<file path="src/sor_cfg.svh">
// register offsets, field positions, reset values and counts for the sync/over-range bank
`ifndef SOR_CFG_SVH
`define SOR_CFG_SVH

`define SOR_ADDR_SYNC_WORD_MODE_SELECT 12'h20F
`define SOR_ADDR_SYNC_REQUEST_FILTER 12'h210
`define SOR_ADDR_OVERRANGE_LEVEL 12'h211
`define SOR_ADDR_OVERRANGE_CONFIG 12'h213

`define SOR_RST_SYNC_WORD_MODE_SELECT 8'h00
`define SOR_RST_SYNC_REQUEST_FILTER 8'h03
`define SOR_RST_OVERRANGE_LEVEL 8'hF2
`define SOR_RST_OVERRANGE_CONFIG 8'h07

`define SOR_SHSEL_MSB 1
`define SOR_SHSEL_LSB 0
`define SOR_LIMIT_MSB 4
`define SOR_LIMIT_LSB 0
`define SOR_OVERRANGE_PIN_ENABLE_BIT 3
`define SOR_OVERRANGE_HOLD_EXPONENT_MSB 2
`define SOR_OVERRANGE_HOLD_EXPONENT_LSB 0

`define SOR_SH_CRC12 2'h0
`define SOR_SH_FEC 2'h2

`define SOR_HOLD_BASE 20'h00004
`define SOR_HOLD_W 20

`endif

</file>
<file path="src/sor_pkg.sv">
// types shared by the sync/over-range bank
package sor_pkg;

   typedef enum logic [2:0]
   {
      SOR_LINK_IDLE = 3'h1,
      SOR_LINK_COUNT = 3'h2,
      SOR_LINK_REQ = 3'h4
   } sor_link_state_t;

   typedef struct packed
   {
      logic [7:0] sync_word_mode_select;
      logic [7:0] sync_request_filter;
      logic [7:0] overrange_level;
      logic [7:0] overrange_config;
   } sor_regs_t;

   typedef struct packed
   {
      logic [11:0] addr;
      logic [7:0] wdata;
      logic wr;
      logic rd;
   } sor_req_t;

   typedef struct packed
   {
      logic [1:0] sync_header_select;
      logic use_crc12;
      logic use_fec;
      logic [3:0] cmd_field;
   } sor_hdr_t;

   typedef struct packed
   {
      logic [11:0] a;
      logic [11:0] b;
      logic [11:0] c;
      logic [11:0] d;
   } sor_samples_t;

endpackage

</file>
<file path="src/sor_bank.sv">
// sync word select, sync request filter and over-range configuration bank
`timescale 1ns/100ps
`default_nettype none
`include "sor_cfg.svh"

module sor_bank
(
   input wire logic ref_clk,
   input wire logic rst_b,
   input wire sor_pkg::sor_req_t req,
   output logic [7:0] rdata,
   output logic rvalid,
   input wire logic link_enable,
   input wire logic link_mode_64b66b,
   input wire logic sync_b,
   output logic sync_request,
   output sor_pkg::sor_hdr_t hdr,
   input wire sor_pkg::sor_samples_t samples,
   output logic overrange_out_a,
   output logic overrange_out_b,
   output logic overrange_out_c,
   output logic overrange_out_d
);

   // ----------------------------------------------------------------
   // state
   // ----------------------------------------------------------------
   typedef struct packed
   {
      sor_pkg::sor_regs_t regs;
      sor_pkg::sor_link_state_t lstate;
      logic [5:0] low_cnt;
      logic sync_request;
      logic [7:0] rdata;
      logic rvalid;
      sor_pkg::sor_hdr_t hdr;
   } sor_st_t;

   sor_st_t st;
   sor_st_t next_st;

   logic [4:0] limit;
   assign limit = st.regs.sync_request_filter[`SOR_LIMIT_MSB:`SOR_LIMIT_LSB];

   // ----------------------------------------------------------------
   // address decode
   // ----------------------------------------------------------------
   // one-hot register select for an address; zero when unmapped
   function automatic logic [3:0] sor_reg_sel(input logic [11:0] a);
      logic [3:0] s;
      case (a)
         `SOR_ADDR_SYNC_WORD_MODE_SELECT: s = 4'h1;
         `SOR_ADDR_SYNC_REQUEST_FILTER: s = 4'h2;
         `SOR_ADDR_OVERRANGE_LEVEL: s = 4'h4;
         `SOR_ADDR_OVERRANGE_CONFIG: s = 4'h8;
         default: s = 4'h0;
      endcase
      return s;
   endfunction

   // ----------------------------------------------------------------
   // sync sampling
   // ----------------------------------------------------------------
   // one qualified low sample of the active-low sync input
   function automatic logic sor_low_seen(input logic en, input logic s_b);
      return en && !s_b;
   endfunction

   // ----------------------------------------------------------------
   // header content
   // ----------------------------------------------------------------
   // flag for one sync word content, only in 64b/66b link modes
   function automatic logic sor_sh_pick
   (
      input logic mode,
      input logic [1:0] sel,
      input logic [1:0] code
   );
      return mode && (sel == code);
   endfunction

   // ----------------------------------------------------------------
   // next state
   // ----------------------------------------------------------------
   always_comb
   begin
      next_st = st;
      next_st.rvalid = 1'b0;
      // register port
      if (req.wr)
      begin
         case (sor_reg_sel(req.addr))
            4'h1: next_st.regs.sync_word_mode_select = req.wdata;
            4'h2: next_st.regs.sync_request_filter = req.wdata;
            4'h4: next_st.regs.overrange_level = req.wdata;
            4'h8: next_st.regs.overrange_config = req.wdata;
            default: next_st.regs = st.regs;
         endcase
      end
      if (req.rd)
      begin
         next_st.rvalid = 1'b1;
         case (sor_reg_sel(req.addr))
            4'h1: next_st.rdata = st.regs.sync_word_mode_select;
            4'h2: next_st.rdata = st.regs.sync_request_filter;
            4'h4: next_st.rdata = st.regs.overrange_level;
            4'h8: next_st.rdata = st.regs.overrange_config;
            default: next_st.rdata = 8'h00;
         endcase
      end

      // sync header content
      next_st.hdr.sync_header_select =
         st.regs.sync_word_mode_select[`SOR_SHSEL_MSB:`SOR_SHSEL_LSB];
      next_st.hdr.use_crc12 = sor_sh_pick(link_mode_64b66b, next_st.hdr.sync_header_select,
         `SOR_SH_CRC12);
      next_st.hdr.use_fec = sor_sh_pick(link_mode_64b66b, next_st.hdr.sync_header_select,
         `SOR_SH_FEC);
      next_st.hdr.cmd_field = 4'h0;

      // sync request filter, one sample per ref_clk cycle
      next_st.sync_request = 1'b0;
      case (st.lstate)
         sor_pkg::SOR_LINK_IDLE:
         begin
            next_st.low_cnt = 6'h00;
            if (sor_low_seen(link_enable, sync_b))
            begin
               next_st.low_cnt = 6'h01;
               next_st.lstate = sor_pkg::SOR_LINK_COUNT;
               if (limit == 5'h00)
               begin
                  next_st.sync_request = 1'b1;
                  next_st.lstate = sor_pkg::SOR_LINK_REQ;
               end
            end
         end
         sor_pkg::SOR_LINK_COUNT:
         begin
            if (!sor_low_seen(link_enable, sync_b))
            begin
               next_st.low_cnt = 6'h00;
               next_st.lstate = sor_pkg::SOR_LINK_IDLE;
            end
            else
            begin
               next_st.low_cnt = st.low_cnt + 6'h01;
               if (st.low_cnt >= {1'b0, limit})
               begin
                  next_st.sync_request = 1'b1;
                  next_st.lstate = sor_pkg::SOR_LINK_REQ;
               end
            end
         end
         sor_pkg::SOR_LINK_REQ:
         begin
            next_st.sync_request = sor_low_seen(link_enable, sync_b);
            if (!sor_low_seen(link_enable, sync_b))
            begin
               next_st.low_cnt = 6'h00;
               next_st.lstate = sor_pkg::SOR_LINK_IDLE;
            end
         end
         default:
         begin
            next_st.low_cnt = 6'h00;
            next_st.lstate = sor_pkg::SOR_LINK_IDLE;
         end
      endcase
   end

   // ----------------------------------------------------------------
   // registers
   // ----------------------------------------------------------------
   always_ff @(posedge ref_clk)
   begin
      if (!rst_b)
      begin
         st <= '0;
         st.regs.sync_word_mode_select <= `SOR_RST_SYNC_WORD_MODE_SELECT;
         st.regs.sync_request_filter <= `SOR_RST_SYNC_REQUEST_FILTER;
         st.regs.overrange_level <= `SOR_RST_OVERRANGE_LEVEL;
         st.regs.overrange_config <= `SOR_RST_OVERRANGE_CONFIG;
         st.lstate <= sor_pkg::SOR_LINK_IDLE;
      end
      else
      begin
         st <= next_st;
      end
   end

   assign rdata = st.rdata;
   assign rvalid = st.rvalid;
   assign sync_request = st.sync_request;
   assign hdr = st.hdr;

   // ----------------------------------------------------------------
   // over-range channels
   // ----------------------------------------------------------------
   logic pin_en;
   logic [2:0] hold_exp;
   assign pin_en = st.regs.overrange_config[`SOR_OVERRANGE_PIN_ENABLE_BIT];
   assign hold_exp = st.regs.overrange_config[`SOR_OVERRANGE_HOLD_EXPONENT_MSB:`SOR_OVERRANGE_HOLD_EXPONENT_LSB];

   sor_ovr_chan u_ch_a
   (
      .ref_clk(ref_clk),
      .rst_b(rst_b),
      .sample(samples.a),
      .level(st.regs.overrange_level),
      .pin_enable(pin_en),
      .hold_exp(hold_exp),
      .ovr_out(overrange_out_a)
   );

   sor_ovr_chan u_ch_b
   (
      .ref_clk(ref_clk),
      .rst_b(rst_b),
      .sample(samples.b),
      .level(st.regs.overrange_level),
      .pin_enable(pin_en),
      .hold_exp(hold_exp),
      .ovr_out(overrange_out_b)
   );

   sor_ovr_chan u_ch_c
   (
      .ref_clk(ref_clk),
      .rst_b(rst_b),
      .sample(samples.c),
      .level(st.regs.overrange_level),
      .pin_enable(pin_en),
      .hold_exp(hold_exp),
      .ovr_out(overrange_out_c)
   );

   sor_ovr_chan u_ch_d
   (
      .ref_clk(ref_clk),
      .rst_b(rst_b),
      .sample(samples.d),
      .level(st.regs.overrange_level),
      .pin_enable(pin_en),
      .hold_exp(hold_exp),
      .ovr_out(overrange_out_d)
   );

endmodule
`default_nettype wire

</file>
<file path="src/sor_ovr_chan.sv">
// one channel of over-range detection with pulse extension
`timescale 1ns/100ps
`default_nettype none
`include "sor_cfg.svh"

module sor_ovr_chan
(
   input wire logic ref_clk,
   input wire logic rst_b,
   input wire logic [11:0] sample,
   input wire logic [7:0] level,
   input wire logic pin_enable,
   input wire logic [2:0] hold_exp,
   output logic ovr_out
);

   typedef struct packed
   {
      logic [`SOR_HOLD_W-1:0] cnt;
      logic out;
   } sor_chan_st_t;

   sor_chan_st_t st;
   sor_chan_st_t next_st;

   // magnitude of a two's complement sample, scaled to eight bits
   function automatic logic [7:0] sor_mag8(input logic [11:0] s);
      logic [11:0] m;
      m = s[11] ? 12'(~s + 12'h001) : s;
      if (m[11])
         sor_mag8 = 8'hFF;
      else
         sor_mag8 = m[10:3];
   endfunction

   logic hit;
   assign hit = (sor_mag8(sample) >= level);

   always_comb
   begin
      next_st = st;
      if (hit)
      begin
         next_st.cnt = `SOR_HOLD_W'(`SOR_HOLD_BASE << hold_exp);
         next_st.out = 1'b1;
      end
      else if (st.cnt > `SOR_HOLD_W'h1)
      begin
         next_st.cnt = st.cnt - `SOR_HOLD_W'h1;
      end
      else
      begin
         next_st.cnt = '0;
         next_st.out = 1'b0;
      end
      if (!pin_enable)
      begin
         next_st.cnt = '0;
         next_st.out = 1'b0;
      end
   end

   always_ff @(posedge ref_clk)
   begin
      if (!rst_b)
         st <= '0;
      else
         st <= next_st;
   end

   assign ovr_out = st.out;

endmodule
`default_nettype wire

</file>
<file path="config.mk">
export PLATFORM = sky130hd
export DESIGN_NAME = sor_bank
export DESIGN_NICKNAME = d
export VERILOG_FILES = /design/src/sor_pkg.sv /design/src/sor_bank.sv /design/src/sor_ovr_chan.sv
export VERILOG_INCLUDE_DIRS = /design/src
export SDC_FILE = /design/constraint.sdc
export NUM_CORES = 1
export LEC_CHECK = 0
export ABC_AREA = 1
export BUFFER_PORTS_ARGS = -buffer_cell sky130_fd_sc_hd__buf_4
export CORE_AREA = 2 2 168 137
export CTS_BUF_LIST = sky130_fd_sc_hd__clkbuf_4 sky130_fd_sc_hd__clkbuf_8
export DETAILED_ROUTE_END_ITERATION = 16
export DIE_AREA = 0 0 170 139
export GPL_TIMING_DRIVEN = 0
export PLACE_DENSITY = 0.59
export REMOVE_ABC_BUFFERS = 1
export SYNTH_ARGS = -nofsm -noshare
export SYNTH_HDL_FRONTEND = slang
export SYNTH_SLANG_ARGS = --single-unit
</file>
<file path="constraint.sdc">
create_clock -name ref_clk -period 3.1 [get_ports ref_clk]
set_input_delay 0.31 -clock ref_clk [delete_from_list [all_inputs] [get_ports ref_clk]]
set_output_delay 0.31 -clock ref_clk [all_outputs]
set_load 0.02 [all_outputs]
</file>
Word-level counts from Yosys, hierarchy flattened
Cells that the tools add are included.

storage, ports and cells
  logic and storage cells = 114
  register bits after elaboration = 143
  output and inout bits = 22

operators by class
  order comparisons = 9
  eq/ne operators = 23
  muxes and demuxes = 35
  shifts and indexed selects = 1
  reduce and logical (&&, ||, !) cells = 12
  add/sub/neg operators = 9
  bitwise logic cells = 4

operator list
  kind                   number
  $mux 21                4
  $gt 20x1->1 const B    4
  $mux 20                4
  $sub 20x1->20 const B  4
  $add 12x1->12 const B  4
  $eq 12x10->1 const B   4
  $mux 12                4
  $not 12->12            4
  $ge 8x8->1             4
  $mux 8                 4
  $pmux 8 s4             1
  $pmux 9 s3             1
  $shl 3x3->20 const A   1
  $mux 9                 2
  $pmux 4 s4             1
  $mux 10                1
  $reduce_and 2->1       5
  $eq 4x1->1 const B     2
  $eq 4x2->1 const B     2
  $eq 4x3->1 const B     2
  $eq 4x4->1 const B     2
  $mux 1                 8
  $mux 4                 2
  $ne 2x1->1 const B     4
  15 further kinds       19

Logic depth before layout (Yosys ltp)
Gate-level depths: netlist (run 1).

  depth in word-level cells = 6
  mapped depth = 20
  gate-level depth less buffers = 19

Modules after synthesis
A second synthesis (run 1) with hierarchy kept.

second synthesis, totals
  cells, all modules = 1420
  area, all modules = 9412.8 um2

modules (own cells, without submodules)
  module        area each (um2)  times used  sequential area each (um2)  cells an instance
  sor_ovr_chan  1655.3           4           420.4                       261
  sor_bank      2791.4           1           1101.1                      376

Worst setup path before layout (run 1)
Ideal clock, no wire load.

  path type = input-to-reg
  start = input port samples[24] (netlist bit)
  end = register u_ch_b.st[18] (netlist bit)
  stages on the path = 17
  buffers on the path = 1
  arrival = 2.237 ns
  library setup time = 0.066 ns
  path slack = 0.797 ns
  cell sequence = inv_1 nand2_1 nor2_2 inv_1 o21ai_1 nand2_1 nand2_1 nand3_1 ha_1 a21oi_1 nor2_1 nor2_2 nand3_2 nor2_4 nand2_4 buf_6 a21oi_2

on the way
  cells in the longest elaborated chain, start to end = 6

ends and longest elaborated chain
  element               line                source
  start, declared       sor_bank.sv:18      input wire sor_pkg::sor_samples_t samples,
  $not 12->12           sor_ovr_chan.sv:29  m = s[11] ? 12'(~s + 12'h001) : s;
  $add 12x1->12         sor_ovr_chan.sv:29
  $mux 12               sor_ovr_chan.sv:29
  $mux 8                sor_ovr_chan.sv:30  if (m[11])
  $ge 8x8->1            sor_ovr_chan.sv:37  assign hit = (sor_mag8(sample) >= level);
  $mux 21               sor_ovr_chan.sv:42  if (hit)
  end signal, assigned  sor_ovr_chan.sv:68  st <= next_st;
  end, declared         sor_ovr_chan.sv:23  sor_chan_st_t st;

Every way passes these cells.
A chain may end at the register's enable or synchronous reset.

Worst setup path after layout (run 1)
  start = input port samples[37] (netlist bit)
  end = register u_ch_a.st[4] (netlist bit)

on the way
  cells in the longest elaborated chain, start to end = 6

ends and longest elaborated chain
  element               line
  $not 12->12           sor_ovr_chan.sv:29
  $add 12x1->12         sor_ovr_chan.sv:29
  $mux 12               sor_ovr_chan.sv:29
  $mux 8                sor_ovr_chan.sv:30
  $ge 8x8->1            sor_ovr_chan.sv:37
  $mux 21               sor_ovr_chan.sv:42
  end signal, assigned  sor_ovr_chan.sv:68
  end, declared         sor_ovr_chan.sv:23

Every way passes these cells.

==> results of run 1 <==
==> path summary, 6_finish.rpt <==
check | startpoint | endpoint | slack, ps | cells past startpoint
worst min-delay path | link_mode_64b66b | hdr[5] | 90 | 3
worst min register to register | u_ch_b.st[1] | u_ch_b.st[1] | 450 | 1
worst max register to register | st[40] | u_ch_b.st[6] | 1020 | 9
worst max-delay path | samples[37] | u_ch_a.st[4] | 560 | 16
==> metal layers <==
metal / up-vias / GRT usage, % / wire length [um]
met5: - / 0 / 0
met3: 15 / 3.28 / 678
li1: 4205 / - / -
met4: 0 / 3.87 / 178
met2: 105 / 26.4 / 8360
met1: 3457 / 25.4 / 10600
==> per-stage QoR <==
stage / total power [uW] / hold slack (ps) / cell area [um2] / cells
finish: 3710 / 94.2 / 10100 / 1628
global route: 3880 / 89.4 / 10100 / 1628
CTS: 3750 / 74.1 / 10100 / 1628
detailed placement: 2150 / 445 / 9630 / 1596
global placement: 2150 / 430 / 9630 / 1596
floorplan: 2010 / 386 / 8590 / 1224
==> cell type report <==
| class | count | share of cell area (%) |
|---|---|---|
| clock buffer | 17 | 2.33 |
| clock inverter | 15 | 1.85 |
| multi-input combinational | 951 | 52.8 |
| inverter | 134 | 5.00 |
| sequential | 139 | 27.7 |
| tap | 280 | 3.48 |
| timing repair buffer | 92 | 6.87 |
==> worst min-delay path: stages <==
cell     delay [ps]
buf_4            80
nand2_1          50
nor2_1           70
==> flip-flops by register name (all words and copies together) (netlist names) <==
register        cells
pin_en              1
u_ch_c.ovr_out      1
u_ch_c.st          20
u_ch_a.st          20
u_ch_b.ovr_out      1
u_ch_a.ovr_out      1
u_ch_b.st          20
u_ch_d.st          20
rvalid              1
u_ch_d.ovr_out      1
next_st             2
hold_exp            3
st                 30
limit               5
sync_request        1
rdata               8
hdr                 4
==> where the power goes <==
part           leakage (uW)  internal, uW  switching [uW]
Sequential          0.00112          1790            1.94
Clock              0.000206           811             790
Combinational       0.00404           138             181
==> cell families (layout without fill, tap and decap cells) <==
| family | after synthesis | count (layout) |
|---|---|---|
| AO/OA/AOI/OAI | 185 | 185 |
| adder cells (fa/ha/maj) | 46 | 46 |
| XOR/XNOR | 67 | 67 |
| flip-flops | 139 | 139 |
| AND/OR/NAND/NOR | 649 | 649 |
| other | 1 | 4 |
| buffers and inverters | 168 | 258 |
==> cell usage in the layout (no fill, tap or decap), types with 5 or more instances in the layout <==
| cell | Yosys | final |
|---|---|---|
| nand2_1 | 272 | 272 |
| ha_1 | 46 | 46 |
| nor2_1 | 161 | 161 |
| xnor2_1 | 16 | 16 |
| nand2_4 | 6 | 6 |
| nor3_1 | 19 | 19 |
| o21ai_0 | 69 | 69 |
| xor2_1 | 51 | 51 |
| a21oi_2 | 12 | 12 |
| buf_4 | 17 | 92 |
| nor2_4 | 8 | 8 |
| o211ai_2 | 5 | 5 |
| o211ai_1 | 11 | 11 |
| inv_6 | 0 | 5 |
| o21ai_1 | 10 | 10 |
| dfxtp_1 | 139 | 139 |
| nand2_2 | 10 | 10 |
| inv_1 | 132 | 132 |
| clkbuf_8 | 0 | 17 |
| nand4_1 | 19 | 19 |
| nand3_1 | 81 | 81 |
| or2_2 | 5 | 5 |
| a21oi_1 | 63 | 63 |
| nand3b_1 | 6 | 6 |
| nor2_2 | 39 | 39 |
==> impl_metrics.yaml, run 1 <==
setup_path:
  crit_chain: "buf_4 > nor2_1 > nand2_1 > nor2_1 > nand3_1 > nor2_1 > nand2_1 > nand3_1 > ha_1 > a21oi_1 > nor2_1 > nor2_1 > nand3_2 > inv_2 > nand2_4 > o21ai_0"
  crit_top_cell: "nor2_1"
  slowest_delay_ps: 260
  crit_fanout: 19
  start_kind: "input pin"
  crit_slowest_cell: "nor2_1"
  cp.arrival_ps: 2910
  critPathKind: "in2reg"
  endpoint_kind: "flip-flop"
  worstPathRequired_ps: 3480
  cp_num_buf_inv: 2
  critPathTopFamily: "simple AND/OR/NAND/NOR gates"
drt:
  vias: 7782
  drtIter0Drc: 470
  first_pass_iters: 5
  avgViaCountPerCell: 4.78
  wl_mm: 19.8
  drtAntennaViolNets: 0
  wl_per_cell_um: 12.1
  drc: 0
floorplanning:
  die_w_um: 170
  ios: 97
  dieHeight_um: 139
  dieArea_um2: 23600
  start_util_pct: 40.0
  fp-row-count: 49
  core_region_area_um2: 22100
clock_network:
  clock_latency_ps: 460
  cts_buffers: 17
  holdBufCountCts: 0
  cts_tree: "done"
  post_cts_resized: 0
  postCtsSetupBuffers: 0
  h-tree-depth: 4
  cts.sinks: 139
  cts-root-buf: "clkbuf_8"
  clk_pin_slew_worst_paths_ps: 90
  cts_buffer_depth: 2
grt:
  grt_pass1_vias: 7210
  antenna_found_initial: 0
  grt_pass1_wl_mm: 33.9
  grt_max_degree: 40
  grtUsageTotal_pct: 17.4
  grt_overflow_total: 0
timing:
  setup_viol: 0
  max_freq_mhz: 394
  post-route-min-period_ps: 2540
  rsz0062_at_grt: "false"
  timing_hold_violations_final: 0
  worstMarginPinSlew_ps: 559
  setup_ws_ps: 563
  final.setup.tns_ps: 0
  finalCritPeriodShare_pct: 81.8
  slew_viol_final: 0
  fin_skew_ps: 13.8
  relSlewSlack_pct: 62.6
synth:
  async_flop_share_pct: 0
  ys_ff_latch: 139
  yosys.area_share.simple_pct: 34.6
  synth_fa_ha_area_share_pct: 6.52
  syn_inst: 1255
  synthTopCellsByCount: "nand2_1, nor2_1, dfxtp_1, inv_1, nand3_1"
  synth_seq_area_share_pct: 31.5
  synth_top_family_by_area: "simple AND/OR/NAND/NOR gates"
  yosys.area.top_type: "dfxtp_1"
  synth_area_leaders: "dfxtp_1, nand2_1, nor2_1, ha_1, inv_1"
  synth.area.mux_share_pct: 0
  synth_xor_area_share_pct: 6.65
  synth-warning-count: 0
  syn_area_um2: 8830
  synthFlopType: "dfxtp_1"
  syn_avg_cell_area_um2: 7.04
  synth_top_cell_area_share_pct: 31.5
  yosys.cell_types.count: 43
  synth-compound-area-share_pct: 12.2
  synth-edff-count: 0
  yosysMostFrequentCell: "nand2_1"
finish:
  syn2layout_area_growth_pct: 13.9
  multi_input_area_um2: 5310
  ff_latch_area_um2: 2780
  antenna_cells: 0
  fillCellCount: 2283
  drive_above_1_share_pct: 17.2
  fin_nets: 1456
  utilization_pct: 45.5
placed_design:
  place_ws_ps: 47.2
  portBuffers: 92
  gp_congestion: 0.838
  post-dp-hpwl_mm: 14.9
job:
  max_cap_viol_count: 0
power_and_ir_drop:
  ir_drop_uv: 248
  power_leakage_uw: 0.00537
  pwr_density_cell_nw_per_um2: 369
status:
  status: "finished clean"
hold_path:
  hold_class: "in2reg"
(Power assumes the default switching activity.)
==> run 2: changes to the inputs <==
--- a/config.mk
+++ b/config.mk
@@ -6,14 +6,14 @@
 export SDC_FILE = /design/constraint.sdc
 export NUM_CORES = 1
 export LEC_CHECK = 0
-export ABC_AREA = 1
+export ABC_AREA = 0
 export BUFFER_PORTS_ARGS = -buffer_cell sky130_fd_sc_hd__buf_4
-export CORE_AREA = 2 2 168 137
+export CORE_AREA = 2 2 156 128
 export CTS_BUF_LIST = sky130_fd_sc_hd__clkbuf_4 sky130_fd_sc_hd__clkbuf_8
 export DETAILED_ROUTE_END_ITERATION = 16
-export DIE_AREA = 0 0 170 139
+export DIE_AREA = 0 0 158 130
 export GPL_TIMING_DRIVEN = 0
-export PLACE_DENSITY = 0.59
+export PLACE_DENSITY = 0.62
 export REMOVE_ABC_BUFFERS = 1
 export SYNTH_ARGS = -nofsm -noshare
 export SYNTH_HDL_FRONTEND = slang
==> constraint.sdc (replaced) <==
create_clock -name ref_clk -period 2.05 [get_ports ref_clk]
set_input_delay 0.205 -clock ref_clk [delete_from_list [all_inputs] [get_ports ref_clk]]
set_output_delay 0.205 -clock ref_clk [all_outputs]
set_load 0.02 [all_outputs]
==> run 2 against run 1 <==
Effect of this change:
- the run now ends with negative setup slack left
- die area is 13% lower
- utilization is 7.1 points higher
- cell area is 0.73% higher
- clock power is 55% higher
- largest cell class unchanged
==> impl_metrics.yaml, run 2 <==
clock_network:
  cts.sinks: 139
  clk_pin_slew_worst_paths_ps: 80
  cts_tree: "done"
  clock_latency_ps: 450
  cts-root-buf: "clkbuf_8"
  cts_buffers: 17
  cts_buffer_depth: 2
  h-tree-depth: 4
timing:
  rsz0062_at_grt: "true"
  post-route-min-period_ps: 3520
  relSlewSlack_pct: 28.5
  setup_viol: 84
  slew_viol_final: 0
  max_freq_mhz: 284
  finalCritPeriodShare_pct: 172
  timing_hold_violations_final: 0
  worstMarginPinSlew_ps: 1070
  final.setup.tns_ps: -107800
  fin_skew_ps: 10.4
  setup_ws_ps: -1470
  hold_ws_ps: 18.1
finish:
  drive_above_1_share_pct: 27.6
  syn2layout_area_growth_pct: 32.6
  fin_nets: 1154
  top_register: "st"
  utilization_pct: 52.7
  layout_commonest_cell: "dfxtp_1"
  largest_reg_flops: 30
  antenna_cells: 0
  final_cell_mix: "dfxtp_1, buf_4, nand2_1, nor2_1, xnor2_1"
  final_cells: 1310
synth:
  synth-warning-count: 0
  syn_area_um2: 7630
  syn_inst: 921
  synth-compound-area-share_pct: 12.9
  yosysMostFrequentCell: "dfxtp_1"
  yosys.area.top_type: "dfxtp_1"
  yosys.area_share.simple_pct: 25.1
  synth-edff-count: 0
  synth_fa_ha_area_share_pct: 7.54
  synth_top_cell_area_share_pct: 36.4
  synth_seq_area_share_pct: 36.4
  ys_ff_latch: 139
  synth_top_family_by_area: "simple AND/OR/NAND/NOR gates"
  synth_area_leaders: "dfxtp_1, ha_1, xnor2_1, nor2_1, nand2_1"
  async_flop_share_pct: 0
  synth_xor_area_share_pct: 10.7
  synthTopCellsByCount: "dfxtp_1, nor2_1, nand2_1, xnor2_1, ha_1"
  yosys.cell_types.count: 52
  synthFlopType: "dfxtp_1"
  synth.area.mux_share_pct: 2.49
  syn_avg_cell_area_um2: 8.29
grt:
  grt_max_degree: 32
  grt_pass1_vias: 6518
  antenna_found_initial: 0
  grt_pass1_wl_mm: 30.9
  grtUsageTotal_pct: 18.6
  grt_overflow_total: 0
floorplanning:
  dieHeight_um: 130
  fp-row-count: 46
  start_util_pct: 39.7
  ios: 97
  dieArea_um2: 20500
  die_w_um: 158
  core_region_area_um2: 19200
setup_path:
  start_kind: "input pin"
  worstReg2RegEnd: "u_ch_a.st[4]"
  endpoint: "u_ch_d.st[12]"
  critPathKind: "in2reg"
  crit_fanout: 7
  crit_start: "samples[3]"
  crit_chain: "buf_6 > or4_4 > or3_4 > or3_4 > or3_4 > or3b_4 > and2_4 > ha_4 > nand2b_4 > a211oi_2 > o21bai_1 > a221oi_2 > buf_6 > buf_12 > nand2_8 > nor2_2"
  rr_startpoint: "u_ch_a.st[17]"
  ff2ff_path_depth: 6
  crit_top_cell: "or3_4"
  cp.arrival_ps: 3910
  endpoint_kind: "flip-flop"
  worst-r2r-setup-slack_ps: -280
  worstPathRequired_ps: 2440
  crit_slowest_cell: "or4_4"
  slowest_delay_ps: 530
drt:
  drtIter0Drc: 190
  first_pass_iters: 4
  avgViaCountPerCell: 5.08
  drc: 0
  wl_mm: 18.5
  wl_per_cell_um: 14.1
  drtAntennaViolNets: 0
  vias: 6657
job:
  max_cap_viol_count: 0
placed_design:
  portBuffers: 92
  post-dp-hpwl_mm: 12.5
  gp_congestion: 0.772
  placed_cells: 1232
hold_path:
  hold_class: "in2reg"
  hp-start: "sync_b"
power_and_ir_drop:
  seqPwrFrac_pct: 46.8
  pwr_density_cell_nw_per_um2: 571
  clkPwrFrac_pct: 43.0
  ir_drop_uv: 364
  swShare_pct: 24.6
  power_frac_comb_pct: 10.2
  p_switching_uw: 1420
  power_leakage_uw: 0.00437
  p_int_uw: 4360
status:
  status: "finished with violations"
  failed_checks: "negative setup slack"
## run 2: changes by cell type in the layout (fill, tap and decap cells not counted), moves of 20 or more
cell,change
nor2_2,-20
inv_1,-103
nand2_1,-181
a21oi_1,-35
o21ai_0,-41
xnor2_1,+34
nand3_1,-51
nor2_1,-78
## run 2: worst max-delay path: cells and delay by family
kind / cells / cell delay, ps
AOI/OAI and AO/OA: 3 / 600
buffers and inverters: 3 / 430
and+or+nand+nor: 9 / 2440
adders and majority gates: 1 / 200
## run 2: logic make-up after synthesis
kind of cell	Yosys count
compound gates	154
xor+xnor	93
fa+ha+maj	46
buf+inv	79
flops	139
mux	19
other cells	1
simple gates	390
## run 2: power by group through the flow
stage	sequential, uW	clock [uW]	combinational (uW)
after floorplan	2770	0	206
after global placement	2770	0	413
after detailed placement	2770	0	425
after CTS	2710	2530	562
after global routing	2710	2670	652
final	2710	2480	591
## run 2: cell type report
| cell class | instances | area, um2 |
|---|---|---|
| inverters | 29 | 109 |
| clock buffers | 17 | 234 |
| clock inverters | 15 | 211 |
| repair buffers | 131 | 1130 |
| multi-input cells | 715 | 5330 |
| flip-flops and latches | 139 | 2780 |
| fillers | 1775 | 9100 |
| well taps | 264 | 330 |
## run 2: per-stage QoR
step / worst slack, ps / cell area [um2] / power (uW)
4_1_cts: -1360 / 9790 / 5800
6_report: -1470 / 10100 / 5780
2_1_floorplan: -2550 / 7390 / 2980
3_5_place_dp: -3150 / 8440 / 3190
3_3_place_gp: -3940 / 8410 / 3180
5_1_grt: -1520 / 10100 / 6030
## run 2: layer usage
metal | track usage, % | wire, um | up-vias
met5 | 0 | 0 | -
met1 | 24.9 | 9150 | 3060
met3 | 3.59 | 684 | 9
met2 | 30.8 | 8520 | 124
li1 | - | - | 3464
met4 | 4.66 | 143 | 0
## run 2: worst min path at each step
stage | end | cells after the start
global placement | st[34] | 2
global route | st[24] | 3
finish | st[24] | 3
CTS | st[24] | 3
detailed placement | u_ch_d.st[1] | 1
floorplan | limit[0] | 1
## run 2: what timing repair did
action | 4_1_cts | 5_1_grt
endpoints found under the setup margin | 116 | 108
gates cloned | 8 | 2
setup buffers | 31 | 4
pin swaps | 64 | 19
hold buffers | 1 | 0
hold endpoints to repair | 1 | 0
gates resized for setup | 108 | 61
==> run 3: changes to the inputs <==
--- a/config.mk
+++ b/config.mk
@@ -13,7 +13,7 @@
 export DETAILED_ROUTE_END_ITERATION = 16
 export DIE_AREA = 0 0 158 130
 export GPL_TIMING_DRIVEN = 0
-export PLACE_DENSITY = 0.62
+export PLACE_DENSITY = 0.6
 export REMOVE_ABC_BUFFERS = 1
 export SYNTH_ARGS = -nofsm -noshare
 export SYNTH_HDL_FRONTEND = slang
==> constraint.sdc (replaced) <==
create_clock -name ref_clk -period 3.8 [get_ports ref_clk]
set_input_delay 0.38 -clock ref_clk [delete_from_list [all_inputs] [get_ports ref_clk]]
set_output_delay 0.38 -clock ref_clk [all_outputs]
set_load 0.02 [all_outputs]
==> run 3 against run 2 <==
Effect of this change:
- the run now ends clean
- via count decreased by 2.1%
- wire length fell by 6.0%
- die area is the same
- non-clock buffer count is 18 lower
- sequential share of layout area increased by 2.6 points
- flip-flop and latch count is the same
- clock power fell by 57%
- register-to-register slack gained 1800 ps
- critical path type unchanged
- critical endpoint is now u_ch_d.st[4]
==> impl_metrics.yaml, run 3 (same netlist as run 2, synthesis figures left out) <==
finish:
  top_register: "st"
  layout_commonest_cell: "dfxtp_1"
  fin_nets: 1131
  fillCellCount: 1913
  largest_reg_flops: 30
  antenna_cells: 0
  final_cell_mix: "dfxtp_1, nor2_1, buf_4, nand2_1, xnor2_1"
  drive_above_1_share_pct: 17.7
  syn2layout_area_growth_pct: 21.1
grt:
  grtUsageTotal_pct: 17.2
  grt_overflow_total: 0
  grt_pass1_wl_mm: 28.6
  antenna_found_initial: 0
  grt_pass1_vias: 6042
  grt_max_degree: 32
power_and_ir_drop:
  swShare_pct: 23.1
  p_int_uw: 2160
  pwr_density_cell_nw_per_um2: 304
  seqPwrFrac_pct: 52.0
  power_leakage_uw: 0.00412
  power_uw: 2810
  p_switching_uw: 648
  clkPwrFrac_pct: 38.2
  power_frac_comb_pct: 9.8
  ir_drop_uv: 198
setup_path:
  crit_fanout: 6
  worstReg2RegEnd: "u_ch_b.st[6]"
  critPathTopFamily: "simple AND/OR/NAND/NOR gates"
  ff2ff_path_depth: 6
  rr_startpoint: "u_ch_b.st[13]"
  worst-r2r-setup-slack_ps: 1490
  cp_num_cells: 15
  cp_num_buf_inv: 3
  crit_slowest_cell: "or4_4"
  critPathKind: "in2reg"
  crit_top_cell: "or3_4"
  endpoint_kind: "flip-flop"
  slowest_delay_ps: 530
  crit_chain: "buf_4 > or4_4 > or3_4 > or3_4 > or3_4 > or3b_4 > and2_4 > ha_4 > nand2b_4 > a211oi_2 > o21bai_1 > a221oi_2 > buf_6 > buf_4 > o22ai_1"
  cp.arrival_ps: 4010
  worstPathRequired_ps: 4110
  start_kind: "input pin"
placed_design:
  gp_congestion: 0.739
  post-dp-hpwl_mm: 12.5
  portBuffers: 92
timing:
  post-route-min-period_ps: 3690
  finalCritPeriodShare_pct: 97.2
  hold_ws_ps: 195
  timing_hold_violations_final: 0
  worstMarginPinSlew_ps: 1310
  max_freq_mhz: 271
  slew_viol_final: 0
  fin_skew_ps: 7.37
  relSlewSlack_pct: 12.1
  final.setup.tns_ps: 0
  setup_viol: 0
clock_network:
  clk_pin_slew_worst_paths_ps: 70
  cts-root-buf: "clkbuf_8"
  h-tree-depth: 4
  cts.sinks: 139
  cts_buffer_depth: 2
  cts_tree: "done"
  cts_buffers: 17
  holdBufCountCts: 0
  clock_latency_ps: 440
drt:
  avgViaCountPerCell: 5.08
  wl_mm: 17.4
  first_pass_iters: 4
  drc: 0
  drtAntennaViolNets: 0
  drtIter0Drc: 380
  vias: 6519
  wl_per_cell_um: 13.5
hold_path:
  hp-start: "sync_b"
  hold_class: "in2reg"
  whs_endpoint: "st[24]"
  hold_depth: 3
status:
  status: "finished clean"
floorplanning:
  ios: 97
  dieHeight_um: 130
  start_util_pct: 39.7
  dieArea_um2: 20500
  fp-row-count: 46
  core_region_area_um2: 19200
  die_w_um: 158
job:
  max_cap_viol_count: 0
==> run 3: worst max-delay path by stage <==
stage,start,end,slack (ps)
after detailed placement,samples[39],u_ch_a.st[10],-1610
after floorplan,samples[3],u_ch_d.st[15],-980
after CTS,samples[3],u_ch_d.st[3],4
final,samples[3],u_ch_d.st[4],110
after global placement,samples[3],u_ch_d.st[15],-2530
after global routing,samples[27],u_ch_b.st[20],-7
==> run 3: repair_timing <==
item                                    CTS  global route
setup buffers                             9            10
gates resized for setup                  19            22
endpoints found under the setup margin   82            69
cloned                                    0             4
pin swaps                                 1            11
==> run 3: area by class of cell <==
cell class | instances | area (um2) | area share [%]
multi-input combinational | 710 | 4750 | 51.4
sequential | 139 | 2780 | 30.1
timing repair buffer | 113 | 922 | 9.98
clock buffer | 27 | 340 | 3.68
tap | 264 | 330 | 3.57
inverter | 29 | 109 | 1.18
clock inverter | 2 | 10.0 | 0.108
==> run 3: power by group through the flow <==
| stage | clock network (uW) | logic, uW | registers [uW] |
|---|---|---|---|
| after floorplan | 0 | 111 | 1490 |
| after global placement | 0 | 225 | 1490 |
| after detailed placement | 0 | 232 | 1490 |
| after CTS | 1110 | 251 | 1460 |
| after global routing | 1160 | 306 | 1460 |
| final | 1070 | 274 | 1460 |
==> run 3: through the flow <==
stage               cells  worst slack (ps)  utilization, %  cell area [um2]
global route         1284             -7.14            48.1             9240
detailed placement   1232             -1610            43.9             8440
global placement     1230             -2530            43.8             8410
CTS                  1270              4.10            46.7             8970
finish               1284               108            48.1             9240
floorplan             874              -976               -             7390
==> run 3: worst register-to-register path, delay by kind of cell, from the launching register on <==
| family | cells | cell delay, ps |
|---|---|---|
| flops | 1 | 330 |
| simple gates | 5 | 1770 |
| compound gates | 1 | 100 |
==> run 3: metal layers <==
metal	vias up	GRT usage [%]	share of wire [%]
met2	142	27.0	43
met4	0	4.72	1.3
li1	3397	-	-
met1	2966	23.9	51
met3	14	3.99	4.8
met5	-	0	0
